[src/core/wqi_pkg.sv]
package wqi_pkg;
	// command block word indices, as byte addresses = index * 4
	localparam logic [7:0]  OFS_CODE      = 8'h00;
	localparam logic [7:0]  OFS_CMD_OPT   = 8'h01;
	localparam logic [7:0]  OFS_STATUS    = 8'h02;
	localparam logic [7:0]  OFS_VECTORS   = 8'h04;
	localparam logic [7:0]  OFS_LEVEL     = 8'h05;
	localparam logic [7:0]  OFS_QNUM      = 8'h0e;
	localparam logic [7:0]  OFS_QOPT      = 8'h0f;
	localparam logic [7:0]  OFS_SLOTS     = 8'h10;
	localparam logic [7:0]  OFS_UNIT      = 8'h11;
	localparam logic [7:0]  OFS_TMO_HI    = 8'h12;
	localparam logic [7:0]  OFS_TMO_LO    = 8'h13;
	// own control/status words
	localparam logic [7:0]  OFS_GO        = 8'h20;
	localparam logic [7:0]  OFS_THAW      = 8'h21;
	localparam logic [7:0]  OFS_EVENT     = 8'h22;
	localparam logic [7:0]  OFS_QSTATE    = 8'h23;
	localparam logic [7:0]  OFS_VARIANT   = 8'h24;
	localparam logic [7:0]  OFS_RESULT    = 8'h25;
	localparam logic [7:0]  OFS_IRQ       = 8'h26;
	localparam logic [15:0] CMD_INIT_WQ   = 16'h0042;
	localparam int          BIT_IRQ_EN    = 0;
	localparam int          QO_ABORT      = 0;
	localparam int          QO_FREEZE     = 2;
	localparam int          QO_PARITY     = 3;
	localparam int          QO_SENSE      = 4;
	localparam int          QO_REPORT     = 5;
	localparam int          QO_FORCE      = 15;
	localparam int          UA_BUS        = 6;
	localparam int          UA_EXT        = 7;
	localparam int          RESP_FROZEN   = 3;
	localparam int          RESP_TIMEOUT  = 7;
	localparam logic [7:0]  QMAX_NARROW   = 8'h0e;
	localparam logic [7:0]  QMAX_WIDE     = 8'hff;
	localparam logic [7:0]  ERR_NONE      = 8'h00;
	localparam logic [7:0]  ERR_BAD_CODE  = 8'h01;
	localparam logic [7:0]  ERR_BAD_QUEUE = 8'h02;
	localparam logic [7:0]  ERR_PENDING   = 8'h03;
	localparam logic [7:0]  ERR_ALREADY   = 8'h04;
	localparam logic [7:0]  ERR_TIMEOUT   = 8'h05;
	localparam int          NQ            = 16;
	localparam int          TICK_MS       = 256;
	localparam int          CLK_MHZ       = 250;
	localparam int          TICK_CYC      = TICK_MS * 1000 * CLK_MHZ;
	localparam logic [7:0]  RST_BYTE      = 8'h00;
	localparam logic [15:0] RST_WORD      = 16'h0000;

	typedef enum logic [3:0] {
		ST_IDLE = 4'b0001,
		ST_EXEC = 4'b0010,
		ST_DONE = 4'b0100,
		ST_RUN  = 4'b1000
	} wqi_state_e;

	typedef struct packed {
		logic [15:0] cmd_opt;
		logic [15:0] vectors;
		logic [2:0]  level;
		logic [7:0]  qnum;
		logic [15:0] qopt;
		logic [15:0] unit;
		logic [15:0] tmo;
	} wqi_block_s;

	typedef struct packed {
		logic [15:0] abort_en;
		logic [15:0] freeze_en;
		logic [15:0] parity_en;
		logic [15:0] sense_en;
		logic [15:0] report_en;
		logic [15:0] inited;
		logic [15:0] frozen;
		logic [15:0] bus_sel;
	} wqi_qflags_s;

	typedef struct packed {
		logic        irq;
		logic [2:0]  level;
		logic [7:0]  vector;
	} wqi_irq_s;
endpackage

[src/core/wqi_core.sv]
// The placing of the registers and the AHB-Lite interface to the registers were decided locally.
`timescale 1ns/1ps
module wqi_core #(
	parameter int TICK_CYCLES = wqi_pkg::TICK_CYC
) (
	// bus
	input  wire logic        hclk,
	input  wire logic        hresetn,
	input  wire logic        hsel,
	input  wire logic [31:0] haddr,
	input  wire logic [1:0]  htrans,
	input  wire logic        hwrite,
	input  wire logic [2:0]  hsize,
	input  wire logic [31:0] hwdata,
	input  wire logic        hready,
	output logic      [31:0] hrdata,
	output logic             hreadyout,
	output logic             hresp,
	// engine events
	input  wire logic        wide_variant,
	input  wire logic [15:0] pending,
	input  wire logic        cmd_done,
	input  wire logic [3:0]  cmd_queue,
	input  wire logic [7:0]  cmd_scsi_status,
	input  wire logic        cmd_started,
	// queue controls
	output logic      [15:0] q_abort,
	output logic      [15:0] q_parity,
	output logic      [15:0] q_frozen,
	output logic      [15:0] q_bus_sel,
	output logic             sense_req,
	output logic             ctrl_err_irq,
	output logic      [2:0]  irq_level,
	output logic      [7:0]  irq_vector,
	output logic             irq
);
	typedef struct packed {
		wqi_pkg::wqi_state_e  st;
		logic                 wr_pend;
		logic                 rd_pend;
		logic [7:0]           addr;
		wqi_pkg::wqi_block_s  blk;
		logic [15:0]          code;
		logic [15:0]          status;
		logic [15:0]          resp_word;
		logic [15:0]          slots;
		logic [15:0]          thaw;
		wqi_pkg::wqi_qflags_s qf;
		// packed so the whole state stays one packed struct
		logic [wqi_pkg::NQ-1:0][15:0] tmo_q;
		logic [5:0]           ext_lun;
		logic [3:0]           ext_id;
		logic [15:0]          abort_p;
		logic                 sense_p;
		logic                 err_p;
		logic [3:0]           run_q;
		logic [15:0]          run_left;
		logic [31:0]          tick;
		wqi_pkg::wqi_irq_s    ir;
		logic [31:0]          rdata;
	} wqi_st_s;

	wqi_st_s r;
	wqi_st_s next_r;
	logic [3:0] q;

	function automatic logic q_bad(input logic [7:0] n, input logic w);
		q_bad = (n == 8'h00) || (n > (w ? wqi_pkg::QMAX_WIDE
			: wqi_pkg::QMAX_NARROW));
	endfunction

	assign q = r.blk.qnum[3:0];

	always_comb
	begin
		next_r = r;
		next_r.abort_p = '0;
		next_r.sense_p = 1'b0;
		next_r.err_p = 1'b0;
		next_r.ir.irq = 1'b0;
		if (r.wr_pend)
		begin
			next_r.wr_pend = 1'b0;
			case (r.addr)
				wqi_pkg::OFS_CODE:    next_r.code = hwdata[15:0];
				wqi_pkg::OFS_CMD_OPT: next_r.blk.cmd_opt = hwdata[15:0];
				wqi_pkg::OFS_VECTORS: next_r.blk.vectors = hwdata[15:0];
				wqi_pkg::OFS_LEVEL:   next_r.blk.level = hwdata[2:0];
				wqi_pkg::OFS_QNUM:    next_r.blk.qnum = hwdata[7:0];
				wqi_pkg::OFS_QOPT:    next_r.blk.qopt = hwdata[15:0];
				wqi_pkg::OFS_SLOTS:   next_r.slots = hwdata[15:0];
				wqi_pkg::OFS_UNIT:    next_r.blk.unit = hwdata[15:0];
				wqi_pkg::OFS_TMO_LO:  next_r.blk.tmo = hwdata[15:0];
				wqi_pkg::OFS_THAW:    next_r.thaw = hwdata[15:0];
				wqi_pkg::OFS_GO:
					if (hwdata[0] && r.st == wqi_pkg::ST_IDLE)
						next_r.st = wqi_pkg::ST_EXEC;
				default: ;
			endcase
		end
		if (r.rd_pend)
			next_r.rd_pend = 1'b0;
		// thaw: clear frozen bit, then the whole register
		if (r.thaw[0])
		begin
			next_r.qf.frozen[r.thaw[11:8]] = 1'b0;
			next_r.thaw = wqi_pkg::RST_WORD;
		end
		case (r.st)
			wqi_pkg::ST_IDLE: ;
			wqi_pkg::ST_EXEC:
			begin
				next_r.st = wqi_pkg::ST_DONE;
				if (r.code != wqi_pkg::CMD_INIT_WQ)
					next_r.status = {8'h00, wqi_pkg::ERR_BAD_CODE};
				else if (q_bad(r.blk.qnum, wide_variant)
					|| r.blk.qnum > 8'h0f)
					next_r.status = {8'h00, wqi_pkg::ERR_BAD_QUEUE};
				else if (pending[q])
					next_r.status = {8'h00, wqi_pkg::ERR_PENDING};
				else if (r.qf.inited[q] && !r.blk.qopt[wqi_pkg::QO_FORCE])
					next_r.status = {8'h00, wqi_pkg::ERR_ALREADY};
				else
				begin
					next_r.status = {8'h00, wqi_pkg::ERR_NONE};
					next_r.qf.inited[q] = 1'b1;
					next_r.qf.frozen[q] = 1'b0;
					next_r.qf.abort_en[q] = r.blk.qopt[wqi_pkg::QO_ABORT];
					next_r.qf.freeze_en[q] = r.blk.qopt[wqi_pkg::QO_FREEZE];
					next_r.qf.parity_en[q] = r.blk.qopt[wqi_pkg::QO_PARITY];
					next_r.qf.sense_en[q] = r.blk.qopt[wqi_pkg::QO_SENSE];
					next_r.qf.report_en[q] = r.blk.qopt[wqi_pkg::QO_REPORT];
					next_r.qf.bus_sel[q] = r.blk.unit[wqi_pkg::UA_BUS];
					next_r.tmo_q[q] = r.blk.tmo;
					if (r.blk.unit[wqi_pkg::UA_EXT])
					begin
						next_r.ext_id = r.blk.unit[3:0];
						next_r.ext_lun = r.blk.unit[13:8];
					end
				end
			end
			wqi_pkg::ST_DONE:
			begin
				next_r.st = wqi_pkg::ST_IDLE;
				if (r.blk.cmd_opt[wqi_pkg::BIT_IRQ_EN])
				begin
					next_r.ir.irq = 1'b1;
					next_r.ir.level = r.blk.level;
					next_r.ir.vector = (r.status[7:0] == wqi_pkg::ERR_NONE)
						? r.blk.vectors[15:8] : r.blk.vectors[7:0];
				end
			end
			wqi_pkg::ST_RUN: ;
			default: next_r.st = wqi_pkg::ST_IDLE;
		endcase
		// command completion from the engine
		if (cmd_done)
		begin
			next_r.resp_word = '0;
			next_r.status = {cmd_scsi_status, wqi_pkg::ERR_NONE};
			if (cmd_scsi_status != 8'h00)
			begin
				if (r.qf.abort_en[cmd_queue])
					next_r.abort_p[cmd_queue] = 1'b1;
				// sense takes precedence, so no freeze
				if (r.qf.sense_en[cmd_queue])
					next_r.sense_p = 1'b1;
				else if (r.qf.freeze_en[cmd_queue])
				begin
					next_r.qf.frozen[cmd_queue] = 1'b1;
					next_r.resp_word[wqi_pkg::RESP_FROZEN] =
						r.qf.report_en[cmd_queue];
				end
			end
			if (cmd_queue == r.run_q)
				next_r.run_left = '0;
		end
		// one command timed at a time; the timer is coarse
		if (cmd_started && !cmd_done)
		begin
			next_r.run_q = cmd_queue;
			next_r.run_left = r.tmo_q[cmd_queue];
			next_r.tick = '0;
		end
		else if (r.run_left != 16'h0000)
		begin
			if (r.tick == 32'(TICK_CYCLES - 1))
			begin
				next_r.tick = '0;
				next_r.run_left = r.run_left - 16'h0001;
				if (r.run_left == 16'h0001)
				begin
					next_r.err_p = 1'b1;
					next_r.resp_word[wqi_pkg::RESP_TIMEOUT] = 1'b1;
					next_r.status = {8'h00, wqi_pkg::ERR_TIMEOUT};
				end
			end
			else
				next_r.tick = r.tick + 32'h0000_0001;
		end
		if (hsel && hready && htrans[1])
		begin
			next_r.addr = haddr[9:2];
			next_r.wr_pend = hwrite;
			next_r.rd_pend = !hwrite;
			case (haddr[9:2])
				wqi_pkg::OFS_STATUS:  next_r.rdata = {16'h0, r.status};
				wqi_pkg::OFS_CODE:    next_r.rdata = {16'h0, r.code};
				wqi_pkg::OFS_SLOTS:   next_r.rdata = {16'h0, r.slots};
				wqi_pkg::OFS_THAW:    next_r.rdata = {16'h0, r.thaw};
				wqi_pkg::OFS_EVENT:   next_r.rdata = {16'h0, r.resp_word};
				wqi_pkg::OFS_QSTATE:
					next_r.rdata = {r.qf.frozen, r.qf.inited};
				wqi_pkg::OFS_GO:
					next_r.rdata = {28'h0, r.st};
				wqi_pkg::OFS_VARIANT: next_r.rdata = {31'h0, wide_variant};
				wqi_pkg::OFS_RESULT:
					next_r.rdata = {18'h0, r.ext_lun, 4'h0, r.ext_id};
				wqi_pkg::OFS_IRQ:
					next_r.rdata = {21'h0, r.ir.level, r.ir.vector};
				default:              next_r.rdata = '0;
			endcase
		end
	end

	always_ff @(posedge hclk or negedge hresetn)
	begin
		if (!hresetn)
		begin
			r <= '{st: wqi_pkg::ST_IDLE, tmo_q: '0, default: '0};
		end
		else
			r <= next_r;
	end

	assign hreadyout = 1'b1;
	assign hresp = 1'b0;
	assign hrdata = r.rdata;
	assign q_abort = r.abort_p;
	assign q_parity = r.qf.parity_en;
	assign q_frozen = r.qf.frozen;
	assign q_bus_sel = r.qf.bus_sel;
	assign sense_req = r.sense_p;
	assign ctrl_err_irq = r.err_p;
	assign irq_level = r.ir.level;
	assign irq_vector = r.ir.vector;
	assign irq = r.ir.irq;
endmodule // wqi_core

[config.mk]
export PLATFORM = sky130hd
export DESIGN_NAME = wqi_core
export DESIGN_NICKNAME = d
export VERILOG_FILES = /design/src/core/wqi_pkg.sv /design/src/core/wqi_core.sv
export SDC_FILE = /design/constraint.sdc
export NUM_CORES = 1
export LEC_CHECK = 0
export BUFFER_PORTS_ARGS = -buffer_cell sky130_fd_sc_hd__buf_2
export CAP_MARGIN = 10
export CORE_ASPECT_RATIO = 0.8
export CORE_MARGIN = 2
export CORE_UTILIZATION = 35
export DETAILED_ROUTE_END_ITERATION = 10
export PLACE_DENSITY = 0.55
export SYNTH_ARGS = -nofsm -noshare
export SYNTH_HDL_FRONTEND = slang
export SYNTH_SLANG_ARGS = --single-unit
[constraint.sdc]
create_clock -name hclk -period 5.01 [get_ports hclk]
set_clock_uncertainty 0.15 [all_clocks]
set_input_delay 0.7515 -clock hclk [delete_from_list [all_inputs] [get_ports hclk]]
set_output_delay 0.7515 -clock hclk [all_outputs]
set_load 0.05 [all_outputs]
# Word-level counts from Yosys, hierarchy flattened
# Index checks and enable logic that the tools add are counted.
# totals
reg_bits	661
latchBits	0
ramBits	0
romBits	0
inputBits	105
output_inout_bits	112
word_cells	223
n_memories	0
# op_classes
addsub	2
multipliers	0
div	0
magnitude_cmp	8
eq_ne	30
n_shift	0
n_mux	84
bitwise	10
n_reduce_logical	37
# op_table
op	count
298-bit 2-to-1 mux	5
32-bit one-hot mux with 10 select lines	1
16-bit 2-to-1 mux	19
256-bit bitwise mux	1
16-bit bitwise mux	6
48-bit 2-to-1 mux	2
8-bit by 6-bit == test with 1-bit output, second input constant	9
16-bit binary-select mux with 4-bit select	1
16-bit demux with 4-bit select	1
32-bit 2-to-1 mux	2
17-bit 2-to-1 mux	2
32-bit by 1-bit adder with 32-bit output, second input constant	1
16-bit bitwise AND	2
32-bit by 26-bit == test with 1-bit output, second input constant	1
8-bit by 5-bit == test with 1-bit output, second input constant	4
8-bit logical NOT	4
16-bit NOT	2
16-bit OR	2
1-bit binary-select mux with 4-bit select	6
12-bit 2-to-1 mux	2
2-bit AND reduction	11
1-bit 2-to-1 mux	21
10-bit 2-to-1 mux	2
16-bit by 1-bit == test with 1-bit output, second input constant	1
other kinds (33)	63

# Longest topological paths before layout
# Gate-level depths: netlist (run 1).
# depth
ltp_word	18
ltp_mapped	12
depth_no_buf	8

# Worst setup path before layout (run 1)
# No wires, ideal clock.
# synth_timing
kind	flip-flop to flip-flop
startpoint	register r, in the netlist q[0]
endpoint	register r[270] (netlist name)
setup_ns	0.125
t_arrival_ns	3.404
t_required_ns	4.735
slack_ns	1.331
stages_incl_launch_ff	13
path_buffers	4
period_less_slack_ns	3.679
path_cell_list	dfrtp_1 buf_2 buf_2 inv_1 ha_1 inv_1 or4_4 a221oi_2 nand3_4 buf_12 nor4_4 buf_6 mux2_4
# synth_between
elab_chain_cells	5
elab_cells_between_ends	20
cone_classes	order compare: 4; mux: 7; bitwise: 3; reduce/logical: 6
# synth_lines
item	line	rtl
from (decl)	wqi_core.sv:63	wqi_st_s r;
from (signal assigned)	wqi_core.sv:233	r <= next_r;
4-bit by 5-bit < comparator with 1-bit output (implied by the code), or another cell as far along	wqi_core.sv:134	next_r.tmo_q[q] = r.blk.tmo;
1-bit logical AND (implied by the code), or another cell as far along	wqi_core.sv:134	
16-bit 2-to-1 mux (implied by the code), or another cell as far along	wqi_core.sv:134	
16-bit demux with 4-bit select or 1-bit NOT (tied branches)	-	
256-bit bitwise mux or 5-bit AND reduction (tied branches)	-	
# Parallel ways exist; a longest one is shown, timed or not. The select of a mux whose other input is x is not followed.
# A chain may end at the register's enable or synchronous reset.

# Worst setup path in the final report (run 1)
# layout_timing
startpoint	register r, in the netlist q[0]
endpoint	register r[499] (netlist name)
# layout_between
elab_chain_cells	5
elab_cells_between_ends	20
cone_classes	order compare: 4; mux: 7; bitwise: 3; reduce/logical: 6
# layout_lines
item	line	rtl
4-bit by 5-bit < comparator with 1-bit output (implied by the code), or another cell as far along	wqi_core.sv:128	next_r.qf.abort_en[q] = r.blk.qopt[wqi_pkg::QO_ABORT];
1-bit logical AND (implied by the code), or another cell as far along	wqi_core.sv:128	
1-bit 2-to-1 mux (implied by the code), or another cell as far along	wqi_core.sv:128	
1-bit demux with 4-bit select or 1-bit NOT (tied branches)	-	
16-bit bitwise mux or 5-bit AND reduction (tied branches)	-	
# Parallel ways exist; a longest one is shown, timed or not. The select of a mux whose other input is x is not followed.

==> results of run 1 <==
[layout make-up]
type	instances	area, um^2
inverter	16	60.06
clock inverter	27	366.6
antenna	2	5.005
multi-input combinational	1334	12530
timing repair buffer	224	1463
sequential	648	16220
fill	7917	51810
clock buffer	98	2017
tap	1127	1410
[Yosys cell counts (all sizes together), types with 6 or more instances]
cell type	n	share of area, %
a21o	8	0.20
a21oi	38	0.63
a221oi	8	0.25
a222oi	7	0.23
a22o	32	0.92
a22oi	8	0.20
a31oi	19	0.39
and2	10	0.21
and3	30	0.62
buf	185	4.1
clkbuf	93	1.1
dfrtp	647	53
ha	9	0.37
inv	16	0.20
mux2	454	17
mux2i	56	1.8
mux4	104	7.7
nand2	112	1.4
nand2b	12	0.25
nand3	39	0.68
nand3b	6	0.15
nand4	14	0.29
nor2	103	1.3
nor2b	10	0.21
nor3	22	0.36
nor4	37	1.5
nor4b	6	0.17
o21ai	75	1.2
o22ai	15	0.31
o31ai	11	0.27
or2	21	0.43
or3	9	0.19
or4	9	0.23
xnor2	6	0.17
[final timing paths]
kind,slack (ns),end,startpoint
max in group asynchronous,3.50,q_parity[5],hresetn
worst max register to register,0.71,r[499],q[0]
min in group hclk,0.22,q_parity[0],q_parity[0]
worst max-delay path,0.71,r[499],q[0]
worst min-delay path,0.05,hrdata[30],hresetn
worst min register to register,0.22,q_parity[0],q_parity[0]
[cell families after synthesis]
group,count (synthesis),synth area share (%)
DFF,648,53.40
muxes,614,26.76
and+or+nand+nor,455,8.417
buffers and inverters,294,5.467
AOI/OAI and AO/OA,244,5.266
xor gates and xnor gates,10,0.2884
adders and majority gates,9,0.3708
other,2,0.02473
[state kept, by name, indices dropped and copies added, names as in the netlist]
name and flops:
sense_req 1, r 534, hrdata 32, ctrl_err_irq 1
q_abort 16, q_parity 16, irq 1, q_bus_sel 16
q_frozen 16, irq_vector 8, q 4, irq_level 3
[metal layers]
metal	share of wire [%]	vias to the layer above	wire (um)	GRT usage, %
met5	0.14	-	113	0.8183
li1	-	8238	-	-
met2	44	611	36740	28.18
met4	1.8	4	1518	4.500
met1	47	10100	39040	27.76
met3	7.4	96	6190	4.858
[placed cells by master, fill, tap and decap left out, types with 12 or more instances in the layout]
master     instances
or2_2             21
mux2_1            34
clkbuf_1          12
nand4_1           14
buf_2            167
mux2_2           390
a22o_1            32
nand3_1           38
nand2b_1          12
a31oi_1           19
o22ai_1           15
nor2_1           103
and3_1            30
nor4_4            15
buf_4             40
dfrtp_1          647
nand2_1          111
mux2i_1           56
nor4_1            18
mux2_4            30
inv_1             16
a21oi_1           38
mux4_2           104
nor3_1            19
o21ai_0           73
clkbuf_8          16
clkbuf_16         70
buf_12            15
[power by group]
group / internal (mW) / leakage [nW] / switching, mW
Clock: 3.19 / 1.17 / 2.19
Sequential: 5.32 / 8.82 / 0.116
Combinational: 0.203 / 6.07 / 0.390
Total: 8.72 / 16.1 / 2.70
[per-stage QoR]
step	util [%]	total power, mW	instance area (um^2)	cells
global placement	36.89	6.113	31680	3349
CTS	39.66	11.55	34060	3474
detailed placement	36.89	6.134	31680	3349
global route	39.66	11.86	34060	3474
finish	39.67	11.41	34070	3476
floorplan	-	5.827	30370	2276
==> flow_metrics.tcl, run 1 <==
set metrics [dict create \
    holdBufCountCts 0 \
    layout_min_cycle_time_ns 4.299 \
    rsz0062_at_grt "no" \
    dp_hpwl_um 54530 \
    clockBufferDepth 3 \
    io_pins 217 \
    fin_ws_ns 0.7106 \
    syn_area_per_cell_um2 13.34 \
    crit_family "simple AND/OR/NAND/NOR gates" \
    cts_resized 0 \
    setup-violations-final 0 \
    clk_latency_ns 0.62 \
    tightest_slew_ns 1.236 \
    finalSetupTns_ns 0 \
    clock.fmax_ghz 0.2326 \
    port_buffers 170 \
    ir_drop_mv 0.2552 \
    rr_worst_depth 9 \
    cts-buffers-inserted 68 \
    dp_slack_ns 0.6560 \
    crit_type "flip-flop to flip-flop" \
    drt-total-wl_um 83610 \
    grt_pass1_wl_um 128200 \
    tritoncts "yes" \
    arrival_ns 4.64 \
    drcViolationCount 0 \
    cp.required_ns 5.35 \
    dieWidth_um 333.3 \
    synth_cell_type_count 72 \
    critPathMaxFanout 24 \
    path_common_cell "inv_1" \
    worst_path_max_delay_cell "dfrtp_1" \
    hp-class "input pin to asynchronous set/reset pin" \
    status "complete, no violations" \
    drtPass1Iterations 8 \
    grt_pass1_vias 19780 \
    vias 19050 \
    final-hold-violation-count 0 \
    htreeDepth 3 \
    cts_root_buffer "clkbuf_16" \
    leakagePower_nw 16.06 \
    grt_overflow 0 \
    fp.dieH_um 267.5 \
    slowest_delay_ns 0.73 \
    grt_max_degree 120 \
    cts_setup_buffers 0 \
    p_per_area_mw_per_mm2 335.0 \
    maxCapViolations 0 \
    post-route-period-util_pct 85.82 \
    ant_nets 0 \
    dr.first_iter.drc_count 1652 \
    synthesis.instances 2276 \
    crit_chain "inv_1 > ha_1 > inv_1 > or4_4 > a221oi_2 > nand3_4 > nor4_4 > buf_4 > mux2_2" \
    antenna_found_initial 6 \
    area_delta_synth_final_pct 12.19 \
    cp_num_cells 9 \
    syn-cell-area_mm2 0.03037 \
    worstSetupStartpointType "flip-flop" \
    clk_pin_slew_ns 0.06 \
    async_flop_share_pct 100.0 \
    start_util_pct 35.36 \
    ys.flop_type "dfrtp_1" \
    yosysSeqAreaShare_pct 53.40 \
    clock-sinks 648 \
    synth_edf_count 0 \
    grt_usage_pct 19.03 \
    nets 2406 \
    slew_headroom_pct 16.81 \
    path_buf_inv 3 \
    coreArea_mm2 0.08588 \
    yosys_warnings 0 \
    hold_slack_ns 0.04868 \
    ys_seq_elements 648 \
    endpoint_kind "flip-flop" \
    via_per_inst 5.479 \
    synth_nets 2390 \
    wire_per_inst_um 24.05 \
    dieArea_mm2 0.08915 \
    drv_slew 0 \
    drive_above_1_share_pct 39.07 \
    rows 96 \
    gp_congestion 0.8936 \
]
Note: power is estimated with default switching activity, not from simulation.
==> inputs of run 2 (changes only) <==
==> constraint.sdc (replaced) <==
create_clock -name hclk -period 5.14 [get_ports hclk]
set_clock_uncertainty 0.15 [all_clocks]
set_input_delay 0.771 -clock hclk [delete_from_list [all_inputs] [get_ports hclk]]
set_output_delay 0.771 -clock hclk [all_outputs]
set_load 0.05 [all_outputs]
==> run 2 against run 1 <==
Net effect:
- sequential share of layout area increased by 0.11 points
- combinational power decreased by 3%
- first-iteration DRC count fell by 2.2%
- fmax up 2.7%
- final area fell by 0.23%
- routed wire length shrank 0.66%
- final cell count increased by 0.17%
- global-route usage decreased by 0.24 points
- setup slack better by 0.24 ns
- register-to-register slack improved by 0.24 ns
- sequential power decreased by 3%
- hold slack gained 0.080 ns
- largest power group unchanged
==> flow_metrics.tcl, run 2 (synthesized netlist as in run 1, its figures left out) <==
set metrics [dict create \
    status "complete, no violations" \
    largest_reg_flops 534 \
    start_util_pct 35.36 \
    dr.first_iter.drc_count 1616 \
    grt_pass1_vias 19690 \
    power.share.clock_pct 47.0 \
    holdBufCountCts 0 \
    rsz0062_at_grt "no" \
    clk_pin_slew_ns 0.06 \
    cts-buffers-inserted 66 \
    cts_resized 0 \
    slew_headroom_pct 19.86 \
    top_register "r" \
    htreeDepth 3 \
    io_pins 217 \
    clock-sinks 648 \
    tritoncts "yes" \
    arrival_ns 4.52 \
    critPathMaxFanout 21 \
    ant_nets 0 \
    nets 2411 \
    layout_min_cycle_time_ns 4.185 \
    mostFrequentLayoutCells "dfrtp_1 (647), mux2_2 (390), buf_2 (167), nand2_1 (111), mux4_2 (104)" \
    area_delta_synth_final_pct 11.93 \
    drv_slew 0 \
    setup-violations-final 0 \
    clk_latency_ns 0.62 \
    grt_usage_pct 18.79 \
    maxCapViolations 0 \
    gp_congestion 0.8623 \
    grt_max_degree 141 \
    dieWidth_um 333.3 \
    hp-class "input pin to asynchronous set/reset pin" \
    drt-total-wl_um 83060 \
    post-route-period-util_pct 81.42 \
    port_buffers 170 \
    dieArea_mm2 0.08915 \
    cts_setup_buffers 0 \
    worstSetupStartpointType "flip-flop" \
    tightest_slew_ns 1.199 \
    drive_above_1_share_pct 39.26 \
    p_sw_mw 2.599 \
    hold_slack_ns 0.1286 \
    comb_power_share_pct 5.2 \
    vias 18960 \
    pwr-share-seq_pct 47.8 \
    final_common_cell "dfrtp_1" \
    endpoint_kind "flip-flop" \
    leakagePower_nw 16.05 \
    finalSetupTns_ns 0 \
    coreArea_mm2 0.08588 \
    drtPass1Iterations 7 \
    ir_drop_mv 0.2498 \
    via_per_inst 5.444 \
    fp.dieH_um 267.5 \
    p_int_mw 8.498 \
    cp.required_ns 5.47 \
    rows 96 \
    grt_pass1_wl_um 126600 \
    wire_per_inst_um 23.85 \
    clock.fmax_ghz 0.2389 \
    drcViolationCount 0 \
    p_per_area_mw_per_mm2 326.5 \
    antenna_found_initial 6 \
    dp_hpwl_um 55060 \
    clockBufferDepth 3 \
    cts_root_buffer "clkbuf_16" \
    final-hold-violation-count 0 \
    swShare_pct 23.42 \
    grt_overflow 0 \
    crit_type "flip-flop to flip-flop" \
]
## run 2: cell count changes in the layout (fill, tap and decap cells not counted), sizes merged
cell / delta
clkinv: +8
clkbuf: -15
clkinvlp: +1
diode: +2
inv: -2
buf: +7
bufinv: +5
## run 2: worst paths after layout
kind / startpoint / endpoint / slack (ns) / depth (start not counted)
setup / recovery: q[0] / r[445] / 0.95 / 9
hold / removal: hresetn / hrdata[24] / 0.13 / 1
setup reg to reg: q[0] / r[445] / 0.95 / 9
hold reg to reg: q_parity[0] / q_parity[0] / 0.22 / 0
max in group asynchronous: hresetn / irq_vector[3] / 3.42 / 2
min in group hclk: q_parity[0] / q_parity[0] / 0.22 / 0
## run 2: worst max-delay path: stages (launching register included)
cell	delay [ns]
dfrtp_1	0.63
inv_1	0.16
ha_1	0.33
inv_1	0.04
or4_4	0.53
a221oi_2	0.43
nand3_4	0.44
nor4_4	0.61
buf_12	0.31
mux2_2	0.37
## run 2: metal layers
layer	global-route usage, %	vias up	part of all wire (%)
met5	0	-	0
met4	4.537	0	1.8
met3	5.163	86	7.6
met2	26.78	580	42
met1	28.10	10050	48
li1	-	8238	-
## run 2: layout make-up
| type | instances | area [um^2] |
|---|---|---|
| Fill cell | 8027 | 51890 |
| Sequential cell | 648 | 16220 |
| Multi-Input combinational cell | 1334 | 12530 |
| Clock buffer | 83 | 1797 |
| Timing Repair Buffer | 231 | 1415 |
| Tap cell | 1127 | 1410 |
| Clock inverter | 39 | 550.5 |
| Inverter | 16 | 60.06 |
| Antenna cell | 4 | 10.01 |
## run 2: metrics by stage
| stage | power, mW | worst slack (ns) | cells | util (%) | area [um^2] |
|---|---|---|---|---|---|
| 2_1_floorplan | 5.680 | 1.461 | 2276 | - | 30370 |
| 3_3_place_gp | 5.959 | 0.8207 | 3356 | 36.83 | 31630 |
| 3_5_place_dp | 5.977 | 0.7446 | 3356 | 36.83 | 31630 |
| 4_1_cts | 11.23 | 0.9442 | 3478 | 39.57 | 33980 |
| 5_1_grt | 11.53 | 0.7673 | 3478 | 39.57 | 33980 |
| 6_report | 11.10 | 0.9548 | 3482 | 39.58 | 33990 |
## run 2: power groups by stage
stage	clock, mW	combinational, mW	sequential [mW]
4_1_cts	5.34	0.585	5.30
3_5_place_dp	0	0.582	5.39
5_1_grt	5.58	0.640	5.32
2_1_floorplan	0	0.334	5.35
6_report	5.22	0.578	5.30
3_3_place_gp	0	0.571	5.39
==> inputs of run 3 (changes only) <==
--- a/config.mk
+++ b/config.mk
@@ -11,7 +11,7 @@
 export CORE_MARGIN = 2
 export CORE_UTILIZATION = 35
 export DETAILED_ROUTE_END_ITERATION = 10
-export PLACE_DENSITY = 0.55
+export PLACE_DENSITY = 0.57
 export SYNTH_ARGS = -nofsm -noshare
 export SYNTH_HDL_FRONTEND = slang
 export SYNTH_SLANG_ARGS = --single-unit
==> constraint.sdc (replaced) <==
create_clock -name hclk -period 3.75 [get_ports hclk]
set_clock_uncertainty 0.15 [all_clocks]
set_input_delay 0.5625 -clock hclk [delete_from_list [all_inputs] [get_ports hclk]]
set_output_delay 0.5625 -clock hclk [all_outputs]
set_load 0.05 [all_outputs]
==> run 3 against run 2 <==
Net effect:
- sequential share of layout area decreased by 0.52 points
- clock-buffer cell count increased by 2
- setup slack got worse by 0.70 ns
- non-clock buffer count increased by 19
- largest power group unchanged
- critical endpoint is now r[481]
- sequential power increased by 37%
- utilization increased by 0.43 points
- critical path type unchanged
- critical path depth increased by 2
==> flow_metrics.tcl, run 3 (synthesized netlist as in run 1, its figures left out) <==
set metrics [dict create \
    power.share.clock_pct 47.0 \
    wirelength_met1_um 39760 \
    dr_wl_met3_um 5174 \
    dp_hpwl_um 54510 \
    routed.top_layer "met5" \
    setup-violations-final 0 \
    placed_area_mm2 0.03201 \
    endpoint_kind "flip-flop" \
    slew_headroom_pct 34.65 \
    port_buffers 170 \
    cts-buffers-inserted 67 \
    dieWidth_um 333.3 \
    largest_reg_flops 534 \
    grt_pass1_vias 19940 \
    drcViolationCount 0 \
    slowest_delay_ns 0.52 \
    maxCapViolations 0 \
    layout_min_cycle_time_ns 3.495 \
    io_pins 217 \
    wl_met2_um 37500 \
    critPathMaxFanout 24 \
    top_register "r" \
    final-hold-violation-count 0 \
    hp-class "input pin to flip-flop" \
    clockBufferDepth 3 \
    crit_family "simple AND/OR/NAND/NOR gates" \
    p_int_mw 11.65 \
    grt_pass1_wl_um 128900 \
    cts_root_buffer "clkbuf_16" \
    hold_slack_ns 0.03686 \
    arrival_ns 3.83 \
    swShare_pct 23.63 \
    pwr-share-seq_pct 47.6 \
    dieArea_mm2 0.08915 \
    worst_path_max_delay_cell "or4_4" \
    antenna_found_initial 8 \
    path_buf_inv 5 \
    grt_overflow 0 \
    clock.fmax_ghz 0.2862 \
    status "complete, no violations" \
    drv_slew 0 \
    vias 19290 \
    ir_drop_mv 0.3182 \
    coreArea_mm2 0.08588 \
    final_common_cell "dfrtp_1" \
    clk_pin_slew_ns 0.06 \
    design_area_mm2 0.03436 \
    dp_slack_ns -0.1346 \
    area_delta_synth_final_pct 13.16 \
    crit_type "flip-flop to flip-flop" \
    finalSetupTns_ns 0 \
    p_sw_mw 3.603 \
    nets 2431 \
    fin_ws_ns 0.2554 \
    wire_per_inst_um 23.96 \
    drive_above_1_share_pct 39.68 \
    gp_congestion 0.8808 \
    htreeDepth 3 \
    p_per_area_mw_per_mm2 443.8 \
    p_total_mw 15.25 \
    via_per_inst 5.511 \
    fp.dieH_um 267.5 \
    worstSetupStartpointType "flip-flop" \
    comb_power_share_pct 5.4 \
    drtPass1Iterations 5 \
    cp.required_ns 4.09 \
    clk_latency_ns 0.62 \
    rows 96 \
    post-route-period-util_pct 93.19 \
    leakagePower_nw 16.19 \
    rsz0062_at_grt "no" \
    grt_usage_pct 19.03 \
    mostFrequentLayoutCells "dfrtp_1 (647), mux2_2 (390), buf_2 (167), nand2_1 (111), mux4_2 (104)" \
    tritoncts "yes" \
    crit_chain "inv_1 > ha_1 > inv_1 > or4_4 > a221oi_2 > buf_4 > nand3_4 > buf_12 > nor4_4 > buf_12 > mux2_2" \
    dr.first_iter.drc_count 1530 \
    start_util_pct 35.36 \
    grt_max_degree 87 \
    clock-sinks 648 \
    ant_nets 0 \
    drt-total-wl_um 83860 \
    tightest_slew_ns 0.9775 \
]
## run 3: worst paths after layout
check / startpoint / end / slack [ns] / cells after the start
min in group asynchronous: hresetn / r[444] / 0.47 / 2
min reg2reg: q_parity[0] / q_parity[0] / 0.22 / 0
max: q[0] / r[481] / 0.26 / 11
max in group asynchronous: hresetn / r[373] / 2.05 / 3
min: hwrite / r[688] / 0.04 / 2
max reg2reg: q[0] / r[481] / 0.26 / 11
## run 3: final cells by class
cell class                 count  area (um^2)
fill                        7926        51520
inverter                      16        60.06
sequential                   648        16220
tap                         1127         1410
clock inverter                36        513.0
clock buffer                  85         1824
antenna                        4        10.01
timing repair buffer         250         1798
multi-input combinational   1334        12530
## run 3: metrics by stage
stage | std cells | utilization, %
after floorplan | 2276 | -
after global placement | 3374 | 37.27
after detailed placement | 3374 | 37.27
after CTS | 3496 | 40.00
after global routing | 3496 | 40.00
final | 3500 | 40.01
## run 3: power groups by stage
stage                     Clock [mW]  Sequential (mW)  Combinational [mW]
after global placement             0             7.38               0.805
after detailed placement           0             7.39               0.824
after global routing            7.64             7.28               0.901
after CTS                       7.31             7.26               0.829
after floorplan                    0             7.33               0.458
final                           7.17             7.27               0.817
## run 3: per-layer routing
metal  up-vias  GRT usage [%]
li1       8287              -
met1     10290          28.15
met2       585          28.82
met3       120          3.801
met4         6          4.158
met5         -              0
## run 3: repair_timing
action	in CTS	in global routing
endpoints found under the hold margin	70	0
hold buffers	1	0
gates resized for setup	0	0
setup buffers	0	0
